**config.mk**
```make
export PLATFORM = sky130hd
export DESIGN_NAME = lmcfg_bank
export DESIGN_NICKNAME = d
export VERILOG_FILES = /design/src/verilog/lmcfg_pkg.sv /design/src/verilog/lmcfg_ctl_if.sv /design/src/verilog/lmcfg_bank.sv /design/src/verilog/lmcfg_timeouts.sv /design/src/verilog/lmcfg_fault_gate.sv
export SDC_FILE = /design/constraint.sdc
export NUM_CORES = 1
export LEC_CHECK = 0
export BUFFER_PORTS_ARGS = -buffer_cell sky130_fd_sc_hd__buf_2
export CORE_MARGIN = 2
export CORE_UTILIZATION = 50
export DETAILED_ROUTE_END_ITERATION = 10
export PLACE_DENSITY = 0.67
export SLEW_MARGIN = 40
export SYNTH_ARGS = -nofsm -noshare
export SYNTH_HDL_FRONTEND = slang
export SYNTH_SLANG_ARGS = --single-unit
```
**constraint.sdc**
```tcl
create_clock -name CLK_SYS -period 22.9 [get_ports CLK_SYS]
set_input_delay 4.58 -clock CLK_SYS [delete_from_list [all_inputs] [get_ports CLK_SYS]]
set_output_delay 4.58 -clock CLK_SYS [all_outputs]
set_load 0.01 [all_outputs]
```
**src/verilog/lmcfg_pkg.sv**
```systemverilog
// register map, field positions, reset values and timing counts of the
// led matrix configuration and fault-mask bank.
// assumes a 100 MHz system clock and 16-bit register words.
package lmcfg_pkg;
   // ==========================================================
   // register offsets
   localparam logic [7:0] ADDR_THR_SW5_8 = 8'h05;
   localparam logic [7:0] ADDR_THR_SW9_12 = 8'h06;
   localparam logic [7:0] ADDR_LINK_CFG = 8'h07;
   localparam logic [7:0] ADDR_TIMEOUT_STATE = 8'h08;
   localparam logic [7:0] ADDR_FORCED_CLOSED = 8'h09;
   localparam logic [7:0] ADDR_GROUP_A = 8'h0a;
   localparam logic [7:0] ADDR_GROUP_B = 8'h0b;
   localparam logic [7:0] ADDR_GEN_MASK = 8'h0c;
   localparam logic [7:0] ADDR_LED_MASK = 8'h0d;
   localparam logic [7:0] ADDR_DECODE_STAT = 8'h0e;
   // ==========================================================
   // field positions and widths
   localparam int NUM_SW = 12;
   localparam int THR_W = 3;
   localparam int CID_LSB = 0;
   localparam int CID_W = 6;
   localparam int WD_LSB = 6;
   localparam int WD_W = 4;
   localparam int ACT_BIT = 12;
   localparam int GEN_MASK_W = 7;
   localparam int MSK_LINK_ERR = 6;
   localparam int MSK_TRACE = 5;
   localparam int MSK_OPEN = 4;
   localparam int MSK_SHORT = 3;
   localparam int MSK_PUMP = 2;
   localparam int MSK_DECODE = 1;
   localparam int MSK_WARN = 0;
   localparam int DEC_DONE = 4;
   localparam int DEC_ADDR_OVER = 3;
   localparam int DEC_GRADE_OVER = 2;
   localparam int DEC_ADDR_UNDER = 1;
   localparam int DEC_GRADE_UNDER = 0;
   // ==========================================================
   // reset values and group selector codes
   localparam logic [15:0] RST_THR = 16'h0000;
   localparam logic [15:0] RST_LINK_CFG = 16'h0001;
   localparam logic [15:0] RST_CFG12 = 16'h0000;
   localparam logic [15:0] RST_GEN_MASK = 16'h0000;
   localparam logic [3:0] GROUP_SEL_A = 4'h1;
   localparam logic [3:0] GROUP_SEL_B = 4'h2;
   // ==========================================================
   // timing: watchdog durations in microseconds, clock in MHz
   localparam int CLK_MHZ = 100;
   localparam int RX_TIMEOUT_BITS = 16;
   typedef int unsigned lmcfg_us_type;
   localparam lmcfg_us_type WD_US [16] = '{
      0, 200, 500, 1000, 2000, 5000, 10000, 20000, 50000, 100000,
      200000, 500000, 1000000, 2000000, 5000000, 5000000};
   // cycles per microsecond step; counts up to 500,000,000 fit 32 bits
   localparam int unsigned WD_CYC_PER_US = CLK_MHZ;
endpackage : lmcfg_pkg

```
**src/verilog/lmcfg_ctl_if.sv**
```systemverilog
// carrier between the register bank and its timeout engine.
// assumes both ends on CLK_SYS.
`timescale 1ns/1ns
interface lmcfg_ctl_if;
   logic [3:0] wd_code;
   logic cmd_ok;
   logic rx_edge;
   logic [15:0] bit_cycles;
   logic wd_fire;
   logic rx_fire;
   modport bank (output wd_code, cmd_ok, rx_edge, bit_cycles,
      input wd_fire, rx_fire);
   modport timer (input wd_code, cmd_ok, rx_edge, bit_cycles,
      output wd_fire, rx_fire);
endinterface : lmcfg_ctl_if

```
**src/verilog/lmcfg_bank.sv**
```systemverilog
// configuration and fault-mask register bank of a 12-switch led bypass
// matrix manager, with link watchdog and receive-idle handling.
// assumes a decoded command port from the serial front end, status
// levels from the analog side and one 100 MHz clock.
// What this block does
// - 3-bit short thresholds, switches 5-8
// - switches 9-12 thresholds, reset zero, read/write
// - 4-bit watchdog duration, zero disables
// - no valid command for duration sets watchdog
// - watchdog asserts fault, applies timeout pattern
// - timeout pattern: bit per switch, 1 closed
// - cluster id resets 1, gates cluster writes
// - override bit holds that switch closed
// - led faults only evaluated while switch open
// - group A members follow group selector 0001
// - group B members follow group selector 0010
// - overheat action: 0 close all, 1 open all
// - general mask bits block fault sources
// - per-led mask blocks open and short faults
// - read-only resistor decode status bits
// - unmasked general status asserts fault pin
// - sixteen idle bit times flags receive timeout
`timescale 1ns/1ns
module lmcfg_bank #(
   parameter int BIT_CYCLES = 16'd868
) (
   // clock and reset
   input wire logic CLK_SYS,
   input wire logic RST,
   // decoded command port
   input wire logic CMD_VALID,
   input wire logic CMD_WRITE,
   input wire logic CMD_CLUSTER,
   input wire logic [5:0] CMD_CLUSTER_ID,
   input wire logic [7:0] CMD_ADDR,
   input wire logic [15:0] CMD_WDATA,
   output logic [15:0] READ_DATA,
   output logic READ_VALID,
   // link activity
   input wire logic RX_EDGE,
   input wire logic SWITCHING_ENABLE,
   // status from the rest of the device
   input wire logic [6:0] GEN_STATUS,
   input wire logic OVERHEAT_SHUTDOWN,
   input wire logic [11:0] DUTY_SWITCH_CLOSED,
   input wire logic [11:0] OPEN_DETECT,
   input wire logic [11:0] SHORT_DETECT,
   input wire logic [4:0] DECODE_STATUS,
   input wire logic [3:0] GROUP_SELECTOR,
   input wire logic GROUP_WRITE,
   // configuration outputs
   output logic [35:0] SHORT_THRESHOLD_CODE,
   output logic [5:0] CLUSTER_IDENTIFIER,
   output logic [11:0] SWITCH_CLOSED,
   output logic [11:0] OPEN_FAULT,
   output logic [11:0] SHORT_FAULT,
   output logic [11:0] GROUP_WRITE_HIT,
   output logic [11:0] FIRST_GROUP_MEMBERS,
   output logic [11:0] SECOND_GROUP_MEMBERS,
   output logic LINK_TIMEOUT,
   output logic RX_TIMEOUT,
   output logic FAULT_PIN_N
);
   logic [15:0] short_threshold_sw5_8;
   logic [15:0] short_threshold_sw9_12;
   logic [15:0] serial_link_config;
   logic [11:0] timeout_switch_pattern;
   logic [11:0] forced_closed_bits;
   logic [11:0] per_led_mask_bits;
   logic [6:0] gen_mask;
   logic overheat_switch_action;
   logic [4:0] decode_stat;
   logic accept;
   logic wr;
   logic fault_req;
   logic [11:0] next_closed;
   logic [15:0] next_rdata;

   lmcfg_ctl_if ctl ();

   // ==========================================================
   // command acceptance
   always_comb begin
      // cluster call only when the id matches the stored one
      accept = CMD_VALID &&
         (!CMD_CLUSTER || CMD_CLUSTER_ID ==
            serial_link_config[lmcfg_pkg::CID_W-1:0]);
      wr = accept && CMD_WRITE;
   end

   assign ctl.wd_code =
      serial_link_config[lmcfg_pkg::WD_LSB +: lmcfg_pkg::WD_W];
   assign ctl.cmd_ok = accept;
   assign ctl.rx_edge = RX_EDGE;
   assign ctl.bit_cycles = 16'(BIT_CYCLES);

   lmcfg_timeouts u_timeouts (
      .clk(CLK_SYS),
      .rst(RST),
      .ctl(ctl)
   );

   // ==========================================================
   // configuration registers
   // switching enable should be low while these change; the bank
   // stores regardless, downstream logic owns that restriction
   always_ff @(posedge CLK_SYS or posedge RST) begin
      if (RST) begin
         short_threshold_sw5_8 <= lmcfg_pkg::RST_THR;
         short_threshold_sw9_12 <= lmcfg_pkg::RST_THR;
         serial_link_config <= lmcfg_pkg::RST_LINK_CFG;
         timeout_switch_pattern <= lmcfg_pkg::RST_CFG12[11:0];
         forced_closed_bits <= lmcfg_pkg::RST_CFG12[11:0];
         FIRST_GROUP_MEMBERS <= lmcfg_pkg::RST_CFG12[11:0];
         SECOND_GROUP_MEMBERS <= lmcfg_pkg::RST_CFG12[11:0];
         gen_mask <= lmcfg_pkg::RST_GEN_MASK[6:0];
         overheat_switch_action <= 1'b0;
         per_led_mask_bits <= lmcfg_pkg::RST_CFG12[11:0];
      end else if (wr) begin
         case (CMD_ADDR)
            lmcfg_pkg::ADDR_THR_SW5_8: begin
               short_threshold_sw5_8 <= {4'h0, CMD_WDATA[11:0]};
            end
            lmcfg_pkg::ADDR_THR_SW9_12: begin
               short_threshold_sw9_12 <= {4'h0, CMD_WDATA[11:0]};
            end
            lmcfg_pkg::ADDR_LINK_CFG: begin
               serial_link_config <= {6'h00, CMD_WDATA[9:0]};
            end
            lmcfg_pkg::ADDR_TIMEOUT_STATE: begin
               timeout_switch_pattern <= CMD_WDATA[11:0];
            end
            lmcfg_pkg::ADDR_FORCED_CLOSED: begin
               forced_closed_bits <= CMD_WDATA[11:0];
            end
            lmcfg_pkg::ADDR_GROUP_A: begin
               FIRST_GROUP_MEMBERS <= CMD_WDATA[11:0];
            end
            lmcfg_pkg::ADDR_GROUP_B: begin
               SECOND_GROUP_MEMBERS <= CMD_WDATA[11:0];
            end
            lmcfg_pkg::ADDR_GEN_MASK: begin
               gen_mask <= CMD_WDATA[6:0];
               overheat_switch_action <= CMD_WDATA[lmcfg_pkg::ACT_BIT];
            end
            lmcfg_pkg::ADDR_LED_MASK: begin
               per_led_mask_bits <= CMD_WDATA[11:0];
            end
            default: begin
            end
         endcase
      end
   end

   // ==========================================================
   // timeout status: the fire pulse wins over a clearing command
   always_ff @(posedge CLK_SYS or posedge RST) begin
      if (RST) begin
         LINK_TIMEOUT <= 1'b0;
         RX_TIMEOUT <= 1'b0;
      end else begin
         if (ctl.wd_fire) begin
            LINK_TIMEOUT <= 1'b1;
         end else if (accept) begin
            LINK_TIMEOUT <= 1'b0;
         end
         if (ctl.rx_fire) begin
            RX_TIMEOUT <= 1'b1;
         end else if (RX_EDGE) begin
            RX_TIMEOUT <= 1'b0;
         end
      end
   end

   // ==========================================================
   // switch state priority: overheat, timeout, override, duty
   always_comb begin
      next_closed = DUTY_SWITCH_CLOSED | forced_closed_bits;
      if (!SWITCHING_ENABLE) begin
         next_closed = '1;
      end
      if (LINK_TIMEOUT || RX_TIMEOUT) begin
         next_closed = timeout_switch_pattern;
      end
      if (OVERHEAT_SHUTDOWN) begin
         next_closed = overheat_switch_action ? '0 : '1;
      end
   end

   always_ff @(posedge CLK_SYS or posedge RST) begin
      if (RST) begin
         SWITCH_CLOSED <= '1;
      end else begin
         SWITCH_CLOSED <= next_closed;
      end
   end

   // ==========================================================
   // led faults qualified by open switch
   always_ff @(posedge CLK_SYS or posedge RST) begin
      if (RST) begin
         OPEN_FAULT <= '0;
         SHORT_FAULT <= '0;
      end else begin
         OPEN_FAULT <= OPEN_DETECT & ~SWITCH_CLOSED;
         SHORT_FAULT <= SHORT_DETECT & ~SWITCH_CLOSED;
      end
   end

   // ==========================================================
   // group write targeting
   always_ff @(posedge CLK_SYS or posedge RST) begin
      if (RST) begin
         GROUP_WRITE_HIT <= '0;
      end else if (!GROUP_WRITE) begin
         GROUP_WRITE_HIT <= '0;
      end else if (GROUP_SELECTOR == lmcfg_pkg::GROUP_SEL_A) begin
         GROUP_WRITE_HIT <= FIRST_GROUP_MEMBERS;
      end else if (GROUP_SELECTOR == lmcfg_pkg::GROUP_SEL_B) begin
         GROUP_WRITE_HIT <= SECOND_GROUP_MEMBERS;
      end else begin
         GROUP_WRITE_HIT <= '0;
      end
   end

   // ==========================================================
   // fault pin, active low
   lmcfg_fault_gate u_fault (
      .gen_status(GEN_STATUS),
      .open_flags(OPEN_FAULT),
      .short_flags(SHORT_FAULT),
      .led_mask(per_led_mask_bits),
      .gen_mask(gen_mask),
      .link_timeout(LINK_TIMEOUT),
      .fault_req(fault_req)
   );

   always_ff @(posedge CLK_SYS or posedge RST) begin
      if (RST) begin
         FAULT_PIN_N <= 1'b1;
      end else begin
         FAULT_PIN_N <= !fault_req;
      end
   end

   // ==========================================================
   // decode status capture and read port
   always_ff @(posedge CLK_SYS or posedge RST) begin
      if (RST) begin
         decode_stat <= 5'h00;
      end else begin
         decode_stat <= DECODE_STATUS;
      end
   end

   always_comb begin
      next_rdata = 16'h0000;
      case (CMD_ADDR)
         lmcfg_pkg::ADDR_THR_SW5_8: next_rdata = short_threshold_sw5_8;
         lmcfg_pkg::ADDR_THR_SW9_12: next_rdata = short_threshold_sw9_12;
         lmcfg_pkg::ADDR_LINK_CFG: next_rdata = serial_link_config;
         lmcfg_pkg::ADDR_TIMEOUT_STATE:
            next_rdata = {4'h0, timeout_switch_pattern};
         lmcfg_pkg::ADDR_FORCED_CLOSED:
            next_rdata = {4'h0, forced_closed_bits};
         lmcfg_pkg::ADDR_GROUP_A: next_rdata = {4'h0, FIRST_GROUP_MEMBERS};
         lmcfg_pkg::ADDR_GROUP_B:
            next_rdata = {4'h0, SECOND_GROUP_MEMBERS};
         lmcfg_pkg::ADDR_GEN_MASK:
            next_rdata = {3'h0, overheat_switch_action, 5'h00, gen_mask};
         lmcfg_pkg::ADDR_LED_MASK: next_rdata = {4'h0, per_led_mask_bits};
         lmcfg_pkg::ADDR_DECODE_STAT:
            next_rdata = {11'h000, decode_stat};
         default: next_rdata = 16'h0000;
      endcase
   end

   always_ff @(posedge CLK_SYS or posedge RST) begin
      if (RST) begin
         READ_DATA <= 16'h0000;
         READ_VALID <= 1'b0;
      end else begin
         READ_VALID <= accept && !CMD_WRITE;
         if (accept && !CMD_WRITE) begin
            READ_DATA <= next_rdata;
         end
      end
   end

   // ==========================================================
   // registered copies of configuration fields
   always_ff @(posedge CLK_SYS or posedge RST) begin
      if (RST) begin
         SHORT_THRESHOLD_CODE <= '0;
         CLUSTER_IDENTIFIER <= lmcfg_pkg::RST_LINK_CFG[5:0];
      end else begin
         SHORT_THRESHOLD_CODE <= {short_threshold_sw9_12[11:0],
            short_threshold_sw5_8[11:0], 12'h000};
         CLUSTER_IDENTIFIER <= serial_link_config[5:0];
      end
   end
endmodule : lmcfg_bank

```
**src/verilog/lmcfg_timeouts.sv**
```systemverilog
// link watchdog and receive-idle timers.
// assumes cmd_ok pulses once per valid command and rx_edge per line edge.
`timescale 1ns/1ns
module lmcfg_timeouts (
   // clock and reset
   input wire logic clk,
   input wire logic rst,
   // control carrier
   lmcfg_ctl_if.timer ctl
);
   logic [31:0] wd_count;
   logic [31:0] wd_limit;
   logic [19:0] idle_count;
   logic [19:0] idle_limit;

   // ==========================================================
   // watchdog: fires once when the selected duration elapses
   always_comb begin
      wd_limit = lmcfg_pkg::WD_US[ctl.wd_code] *
         lmcfg_pkg::WD_CYC_PER_US;
   end

   always_ff @(posedge clk or posedge rst) begin
      if (rst) begin
         wd_count <= 32'h00000000;
         ctl.wd_fire <= 1'b0;
      end else begin
         ctl.wd_fire <= 1'b0;
         if (ctl.cmd_ok || ctl.wd_code == 4'h0) begin
            wd_count <= 32'h00000000;
         end else if (wd_count < wd_limit) begin
            wd_count <= wd_count + 32'h00000001;
            if (wd_count + 32'h00000001 == wd_limit) begin
               ctl.wd_fire <= 1'b1;
            end
         end
      end
   end

   // ==========================================================
   // receive idle: more than sixteen bit times without an edge
   always_comb begin
      idle_limit = 20'(ctl.bit_cycles) *
         20'(lmcfg_pkg::RX_TIMEOUT_BITS);
   end

   always_ff @(posedge clk or posedge rst) begin
      if (rst) begin
         idle_count <= 20'h00000;
         ctl.rx_fire <= 1'b0;
      end else begin
         ctl.rx_fire <= 1'b0;
         if (ctl.rx_edge) begin
            idle_count <= 20'h00000;
         end else if (idle_count <= idle_limit) begin
            idle_count <= idle_count + 20'h00001;
            if (idle_count == idle_limit) begin
               ctl.rx_fire <= 1'b1;
            end
         end
      end
   end
endmodule : lmcfg_timeouts

```
**src/verilog/lmcfg_fault_gate.sv**
```systemverilog
// combines general status and per-led faults into the fault request.
// assumes status inputs are already registered.
`timescale 1ns/1ns
module lmcfg_fault_gate (
   // status in
   input wire logic [6:0] gen_status,
   input wire logic [11:0] open_flags,
   input wire logic [11:0] short_flags,
   input wire logic [11:0] led_mask,
   input wire logic [6:0] gen_mask,
   input wire logic link_timeout,
   // result
   output logic fault_req
);
   logic [6:0] eff;
   always_comb begin
      eff = gen_status;
      // per-led mask removes individual leds before the summary
      eff[lmcfg_pkg::MSK_OPEN] = |(open_flags & ~led_mask);
      eff[lmcfg_pkg::MSK_SHORT] = |(short_flags & ~led_mask);
      fault_req = |(eff & ~gen_mask) || link_timeout;
   end
endmodule : lmcfg_fault_gate

```
### Yosys cells after proc, flatten, opt, wreduce, memory -nomap -nowiden

Memory sizes are Yosys's and may differ from the RTL's.
Index checks and enable logic that the tools add are counted.

| word-level totals | value |
|---|---|
| register bits | 259 |
| memories | 1 |
| ROM bits | 512 |
| output and inout bits | 134 |

Memory list:

| name | depth | width | read ports | clocked after memory_dff | wr ports | RTL line | source |
|---|---|---|---|---|---|---|---|
| (no name shown) | 16 | 32 | 1 | 0 | 0 | lmcfg_timeouts.sv:19 | `wd_limit = lmcfg_pkg::WD_US[ctl.wd_code] *` |

| operators by class | value |
|---|---|
| multiplexer cells | 24 |
| reductions and logical operators | 27 |
| eq/ne operators | 15 |
| multipliers | 1 |
| bitwise logic cells | 10 |
| $add $sub $neg | 2 |
| order comparisons | 3 |

Operators with widths:

| cell | number |
|---|---|
| $pmux 13 s10 | 1 |
| $mux 32 | 4 |
| $mux 12 | 7 |
| $eq 8x4->1 const B | 7 |
| $and 12x12->12 | 4 |
| $mux 20 | 2 |
| $add 32x1->32 const B | 1 |
| $eq 32x32->1 | 1 |
| $lt 32x32->1 | 1 |
| $mul 32x5->30 const B | 1 |
| $eq 8x3->1 const B | 3 |
| $not 12->12 | 2 |
| $reduce_or 12->1 | 2 |
| $add 20x1->20 const B | 1 |
| $eq 20x14->1 const B | 1 |
| $le 20x14->1 const B | 1 |
| $reduce_and 2->1 | 9 |
| $or 12x12->12 | 1 |
| $mux 1 | 10 |
| $reduce_bool 2->1 | 4 |
| $and 7x7->7 | 1 |
| $not 7->7 | 1 |
| $reduce_or 7->1 | 1 |
| $eq 6x6->1 | 1 |
| other kinds (8) | 15 |

### Depth between registers and ports, before layout

Gate-level depths: netlist of run 1.

| depth | value |
|---|---|
| depth in word-level cells | 9 |
| depth in mapped cells | 31 |

### Modules after synthesis

From an unflattened synthesis of run 1, not the netlist that was laid out.

| unflattened totals | value |
|---|---|
| cell total of the unflattened synthesis | 1515 |
| area, all modules | 15738.8 µm² |

Modules (own cells, without submodules):

| module | area an instance (µm²) | cells each | instances | sequential area each (µm²) |
|---|---|---|---|---|
| lmcfg_bank | 8419.3 | 614 | 1 | 5073.6 |
| lmcfg_timeouts | 7064.3 | 859 | 1 | 1351.3 |
| lmcfg_fault_gate | 255.2 | 42 | 1 | 0.0 |

### Worst setup path before layout of run 1

OpenSTA, ideal clock, no wires.

| timing | value |
|---|---|
| path kind | reg-to-reg |
| from | register serial_link_config[9] |
| to | register u_timeouts.wd_count[27] |
| buffers on the path | 5 |
| setup slack | 16349 ps |
| data required time | 22768 ps |
| data arrival time | 6419 ps |
| cell stages (with the launch flop) | 31 |
| library setup time | 132 ps |
| cell sequence | dfrtp_1 clkbuf_1 buf_1 clkbuf_1 nand2_1 nand2_1 o21ai_0 ha_1 ha_1 inv_1 fa_1 inv_1 ha_1 a21oi_1 o21a_1 and3b_1 a21oi_1 a21boi_0 xor2_1 ha_1 a21o_1 a21o_1 a21o_1 a21o_1 a22o_1 nor4_2 buf_2 buf_2 nand2_1 xnor2_1 nor2_1 |

| on the way | value |
|---|---|
| longest elaborated chain between the ends | 7 |
| elaborated cells between the ends (all ways) | 10 |

Ends and longest elaborated chain:

| item | RTL line | source |
|---|---|---|
| start: declaration | lmcfg_bank.sv:66 | `logic [15:0] serial_link_config;` |
| start signal: assignment | lmcfg_bank.sv:111 | `serial_link_config <= lmcfg_pkg::RST_LINK_CFG;` |
| start signal: assignment | lmcfg_bank.sv:128 | `serial_link_config <= {6'h00, CMD_WDATA[9:0]};` |
| $not 4->5 (not written as such) | lmcfg_timeouts.sv:19 |  |
| $mem_v2 16x32 | -- |  |
| $mux 32 (not written as such) (2 in a row) | lmcfg_timeouts.sv:19 |  |
| $mul 32x5->30 | lmcfg_timeouts.sv:19 |  |
| $lt 32x32->1 | lmcfg_timeouts.sv:31 | `end else if (wd_count < wd_limit) begin` |
| $reduce_bool 2->1 (no source line) | -- |  |
| end signal: assignment | lmcfg_timeouts.sv:32 | `wd_count <= wd_count + 32'h00000001;` |
| end: declaration | lmcfg_timeouts.sv:11 | `logic [31:0] wd_count;` |

Parallel ways exist; a longest one is shown, timed or not. The select of a mux whose other input is x is not followed.
A chain may end at the register's enable or synchronous reset.

### Final worst setup path of run 1

| timing | value |
|---|---|
| from | register serial_link_config[7] |
| to | register u_timeouts.wd_count[15] |

The elaborated chain is that of the path after synthesis.

==> flow_summary.ini, run 1 <==
[outcome]
status = finished clean

[global_route]
grt_usage = 0.246
antenna_found_initial = 2
grt_max_degree = 136
first_global_vias = 11000
grt_pass1_wl_um = 60600
grt_overflow = 0

[power_and_ir_drop]
peakVddDrop_uv = 55.0
p_leak_nw = 8.86
p_per_area_nw_per_um2 = 58.4

[sta]
setup_violations = 0
relSlewSlack = 0.432
skew_ns = 0.0135
hold_violations = 0
drv_slew = 0
rsz0062_at_grt = false
max_slew.worst_pin.slew_ns = 0.850
min_period_over_period = 0.334
finalSetupTns_ns = 0
fmax_ghz = 0.131
post-route-min-period_ns = 7.64
worst_hold_slack_ns = 0.400

[cells_and_area]
drive_above_1_share = 0.251
ff_latch_area_um2 = 6430
fill_cells = 2562
nets = 1821
area_delta_synth_final_pct = 15.3
multi_input_area_um2 = 7930
final_util = 0.585

[clocking]
tritoncts = done
postCtsHoldBufs = 0
clock_sinks = 256
post-cts-setup-buffers = 0
insertion_delay_ns = 0.55
clk_pin_slew_ns = 0.06
cts-buffers-inserted = 27
root_buffer = clkbuf_16
cts_buffer_depth = 3
post_cts_resize_count = 0
htree_num_levels = 1

[synthesis]
synth-edff-count = 0
synth-async-reset-ratio = 1.00
synth_warnings = 0
synth-seq-cells = 256
synth_top_area_frac = 0.401
synthesis.instances = 1427
synth_flop_cell = dfrtp_1
ys_seq_area_frac = 0.427
syn_area_per_cell_um2 = 10.5
yosys.area.top_type = dfrtp_1
synth_area_um2 = 15000
synth_cell_types = 80
synth_area_leaders = dfrtp_1, ha_1, mux2_2, xor2_1, xnor2_1

[flow_run]
cap_violations = 0

[route]
drt_iter0_drc = 854
via_per_inst = 5.72
wl_um = 39300
drc = 0
num_vias = 11600
drt-pass1-iter-count = 5
final_antenna_net_count = 0
wl_per_cell_um = 19.4

[placed_design]
portBuffers = 204
gp_congestion = 0.902
dp_hpwl_um = 29600

[critical_path]
crit_path_frequent_cell = a21o_1
crit_fanout = 30
reg2reg_slack_ns = 15.26
timing.critical_path.from_type = flop
critPathCaptureType = flop
crit_type = flop to flop
r2r_cells = 25
r2r-start = serial_link_config[7]
required_ns = 23.36
worst_path_largest_cell_delay_ns = 0.60
arrival_ns = 8.10
reg2reg_to = u_timeouts.wd_count[15]
crit_slowest_cell = dfrtp_1

[worst_hold_path]
hold_path.startpoint = serial_link_config[0]
min_to = CLUSTER_IDENTIFIER[0]
holdPathStages = 0
hp-class = flop to flop

[floorplan]
die_h_um = 177
core_um2 = 29600
dieArea_um2 = 31500
rows = 63
initial_core_util = 0.508
die-width_um = 177
io_pins = 225
==> synth_stat cells, types with 3 or more instances <==
library cell	number
a211oi_1	6
a21boi_0	4
a21o_1	30
a21oi_1	40
a221oi_1	19
a22o_1	11
a22oi_1	48
a31oi_1	17
and2_1	6
and3_1	10
and4_1	3
and4_4	3
buf_2	6
buf_4	22
clkbuf_1	42
dfrtp_1	241
dfstp_2	15
fa_1	15
ha_1	100
inv_1	107
mux2_2	107
mux2i_1	6
nand2_1	72
nand2b_1	15
nand3_1	26
nand3b_1	14
nand4_1	26
nor2_1	91
nor2b_1	48
nor3_1	19
nor3b_1	4
nor4_1	10
nor4b_1	6
o211ai_1	3
o21a_1	7
o21ai_0	45
o21bai_1	3
o22ai_1	17
or3_1	10
xnor2_1	46
xnor3_1	9
xor2_1	50
==> area by class of cell <==
class / count / share of cell area
inverters: 107 / 0.0239
repair buffers: 219 / 0.0659
well taps: 390 / 0.0281
flip-flops and latches: 256 / 0.370
multi-input cells: 1004 / 0.457
diodes: 1 / 0.000144
clock buffers: 37 / 0.0440
clock inverters: 12 / 0.0104
==> stage by stage <==
step / power, W / area (um2) / std cells / setup WS, ns
3_5_place_dp: 0.000562 / 16400 / 1975 / 15.04
4_1_cts: 0.00102 / 17300 / 2024 / 15.06
2_1_floorplan: 0.000528 / 15100 / 1441 / 11.30
5_1_grt: 0.00105 / 17400 / 2026 / 14.75
3_3_place_gp: 0.000560 / 16400 / 1974 / 15.10
6_report: 0.00101 / 17400 / 2026 / 15.26
==> placed cells by master (no fill, tap or decap), types with 5 or more instances in the layout <==
| cell | n |
|---|---|
| a211oi_1 | 6 |
| a21o_1 | 30 |
| a21oi_1 | 40 |
| a221oi_1 | 19 |
| a22o_1 | 11 |
| a22oi_1 | 48 |
| a31oi_1 | 17 |
| and2_1 | 6 |
| and3_1 | 10 |
| buf_2 | 205 |
| buf_4 | 13 |
| clkbuf_1 | 5 |
| clkbuf_16 | 27 |
| clkbuf_8 | 5 |
| clkinv_2 | 5 |
| conb_1 | 15 |
| dfrtp_1 | 239 |
| dfstp_2 | 15 |
| fa_1 | 15 |
| ha_1 | 100 |
| inv_1 | 106 |
| mux2_2 | 107 |
| mux2i_1 | 6 |
| nand2_1 | 72 |
| nand2b_1 | 15 |
| nand3_1 | 26 |
| nand3b_1 | 14 |
| nand4_1 | 26 |
| nor2_1 | 90 |
| nor2b_1 | 48 |
| nor3_1 | 19 |
| nor4_1 | 10 |
| o21a_1 | 7 |
| o21ai_0 | 45 |
| o22ai_1 | 17 |
| or3_1 | 10 |
| xnor2_1 | 46 |
| xnor3_1 | 9 |
| xor2_1 | 50 |
==> critical path: cells and delay by family, from the launching register on <==
family                     cells  cell delay [ns]
muxes                          1             0.28
AOI/OAI and AO/OA             12             2.98
DFF                            1             0.60
adders and majority gates      6             2.07
xor gates and xnor gates       1             0.20
buffers and inverters          2             0.57
and+or+nand+nor                3             0.83
==> registers in the layout, summed over array words and instances (netlist names), 5 cells and up <==
name,flops
u_timeouts.wd_count,32
SHORT_THRESHOLD_CODE,24
u_timeouts.idle_count,20
READ_DATA,13
FIRST_GROUP_MEMBERS,12
GROUP_WRITE_HIT,12
OPEN_FAULT,12
SECOND_GROUP_MEMBERS,12
SHORT_FAULT,12
SWITCH_CLOSED,12
forced_closed_bits,12
per_led_mask_bits,12
short_threshold_sw5_8,12
short_threshold_sw9_12,12
timeout_switch_pattern,12
serial_link_config,10
gen_mask,7
CLUSTER_IDENTIFIER,6
decode_stat,5
==> cell families (layout without fill, tap and decap cells) <==
group	count (synthesis)	in the layout	synth area share
flops	256	256	0.427
buf+inv	181	375	0.0518
compound gates	269	269	0.123
fa+ha+maj	115	115	0.103
simple gates	386	386	0.140
mux	113	113	0.0841
xor+xnor	106	106	0.0709
other cells	1	16	0.000249
==> power by group <==
group | switching (W) | internal [W] | total (W)
logic | 0.0000540 | 0.0000308 | 0.0000848
registers | 0.00000791 | 0.000462 | 0.000470
clock network | 0.000181 | 0.000279 | 0.000459
total | 0.000242 | 0.000771 | 0.00101
==> worst max path at each step <==
| stage | depth (start not counted) | slack (ns) | start | endpoint |
|---|---|---|---|---|
| 3_5_place_dp | 27 | 15.04 | serial_link_config[8] | u_timeouts.ctl.wd_fire |
| 2_1_floorplan | 1 | 11.30 | RST | CLUSTER_IDENTIFIER[1] |
| 3_3_place_gp | 27 | 15.10 | serial_link_config[9] | u_timeouts.ctl.wd_fire |
| 6_report | 25 | 15.26 | serial_link_config[7] | u_timeouts.wd_count[15] |
| 5_1_grt | 27 | 14.75 | serial_link_config[7] | u_timeouts.wd_count[15] |
| 4_1_cts | 27 | 15.06 | serial_link_config[8] | u_timeouts.wd_count[15] |
==> per-layer routing <==
layer | track usage | part of all wire | vias to the layer above | wire [um]
li1 | - | - | 5412 | -
met1 | 0.361 | 0.46 | 5768 | 18000
met2 | 0.363 | 0.44 | 351 | 17300
met3 | 0.0613 | 0.081 | 50 | 3180
met4 | 0.0598 | 0.019 | 0 | 762
met5 | 0 | 0 | - | 0
Note: power is estimated with default switching activity, not from simulation.
==> inputs of run 2 (changes only) <==
- PLACE_DENSITY: 0.67 -> 0.7
- clock period: 22.9 -> 7 ns (I/O delays scaled with it)
==> flow_summary.ini, run 2 (synthesis gave the netlist of run 1 again) <==
[clocking]
clock_sinks = 256
clk_pin_slew_ns = 0.06
insertion_delay_ns = 0.56
tritoncts = done
cts-buffers-inserted = 28
root_buffer = clkbuf_16
htree_num_levels = 1
postCtsHoldBufs = 0
cts_buffer_depth = 3

[sta]
min_period_over_period = 0.946
finalSetupTns_ns = 0
fmax_ghz = 0.151
skew_ns = 0.0293
drv_slew = 0
setup_violations = 0
rsz0062_at_grt = false
max_slew.worst_pin.slew_ns = 0.773
hold_violations = 0
post-route-min-period_ns = 6.62
worst_hold_slack_ns = 0.406
relSlewSlack = 0.483
setup_slack_ns = 0.376

[critical_path]
required_ns = 7.43
crit_slowest_cell = fa_1
startpoint = serial_link_config[7]
r2r-start = serial_link_config[7]
timing.critical_path.from_type = flop
crit_type = flop to flop
arrival_ns = 7.05
critPathCaptureType = flop
worst_path_largest_cell_delay_ns = 0.49
reg2reg_slack_ns = 0.38
crit_fanout = 7
crit_path_frequent_cell = ha_1

[route]
final_antenna_net_count = 0
drc = 0
via_per_inst = 5.76
drt-pass1-iter-count = 5
wl_um = 39700
num_vias = 11800
wl_per_cell_um = 19.3
drt_iter0_drc = 962

[global_route]
grt_overflow = 0
antenna_found_initial = 1
grt_max_degree = 110
first_global_vias = 11200
grt_usage = 0.247
grt_pass1_wl_um = 61200

[placed_design]
dp_hpwl_um = 29800
portBuffers = 204
dpl_worst_slack_ns = 0.315
gp_congestion = 0.882

[power_and_ir_drop]
p_seq_frac = 0.465
p_int_w = 0.00249
power_switching_w = 0.000812
p_per_area_nw_per_um2 = 188
peakVddDrop_uv = 186
p_sw_frac = 0.246
pwr-share-clk = 0.444
p_comb_frac = 0.091
p_leak_nw = 9.03

[flow_run]
cap_violations = 0

[cells_and_area]
top_regs = u_timeouts.wd_count (32), SHORT_THRESHOLD_CODE (24), u_timeouts.idle_count (20)
largest_reg_flops = 32
layout_common_cells = dfrtp_1, buf_2, mux2_2
drive_above_1_share = 0.265
nets = 1848
diodes = 0
final_common_cell = dfrtp_1
area_delta_synth_final_pct = 17.1
regMostFlops = u_timeouts.wd_count

[outcome]
status = finished clean

[floorplan]
rows = 63
die_h_um = 177
core_um2 = 29600
initial_core_util = 0.508
io_pins = 225
dieArea_um2 = 31500
die-width_um = 177

[worst_hold_path]
hp-class = flop to flop
hold_path.startpoint = short_threshold_sw9_12[4]
-- run 2: cell types whose count changed in the layout (fill, tap and decap cells not counted), sizes merged --
cell | before | now
buf | 219 | 245
bufinv | 4 | 1
clkbuf | 37 | 43
diode | 1 | 0
inv | 108 | 107
-- run 2: final timing paths --
check                                      endpoint  cells past startpoint
max                          u_timeouts.ctl.wd_fire                     28
min                        SHORT_THRESHOLD_CODE[28]                      0
max reg2reg                  u_timeouts.ctl.wd_fire                     28
min reg2reg                SHORT_THRESHOLD_CODE[28]                      0
max in group asynchronous               FAULT_PIN_N                      5
min in group asynchronous    u_timeouts.wd_count[3]                      2
-- run 2: stage by stage --
| step | utilization | total power [W] | instances | instance area [um2] |
|---|---|---|---|---|
| floorplan | - | 0.00173 | 1441 | 15100 |
| global placement | 0.559 | 0.00184 | 1999 | 16600 |
| detailed placement | 0.561 | 0.00185 | 2001 | 16600 |
| CTS | 0.592 | 0.00331 | 2052 | 17600 |
| global route | 0.594 | 0.00341 | 2053 | 17600 |
| finish | 0.594 | 0.00330 | 2053 | 17600 |
-- run 2: per-layer routing --
layer	share of wire	vias up	global-route usage
met5	0	-	0
met4	0.020	0	0.0591
met3	0.074	53	0.0368
met2	0.45	428	0.370
met1	0.46	5869	0.375
li1	-	5471	-
-- run 2: critical path: cells and delay by family, from the launching register on --
kind,cells,cell delay (ns)
flip-flops,1,0.46
buffers and inverters,6,0.74
AO/OA/AOI/OAI,7,1.65
AND/OR/NAND/NOR,9,1.66
adder cells (fa/ha/maj),6,1.96
-- run 2: power groups by stage --
stage          clock network (W)  registers (W)  logic [W]
3_3_place_gp                   0        0.00156   0.000283
6_report                 0.00147        0.00153   0.000301
5_1_grt                  0.00154        0.00154   0.000332
3_5_place_dp                   0        0.00156   0.000294
2_1_floorplan                  0        0.00156   0.000167
4_1_cts                  0.00148        0.00153   0.000295
-- run 2: area by class of cell --
cell class                      instances  area [um2]
Multi-Input combinational cell       1004        7980
Inverter                              107         405
Timing Repair Buffer                  245        1390
Sequential cell                       256        6430
Tap cell                              390         488
Clock inverter                          8        86.3
Fill cell                            2482       12000
Clock buffer                           43         837
-- run 2: timing repair --
action | 4_1_cts | 5_1_grt
setup buffers | 0 | 1
gates resized for setup | 0 | 7
endpoints found under the setup margin | 0 | 30
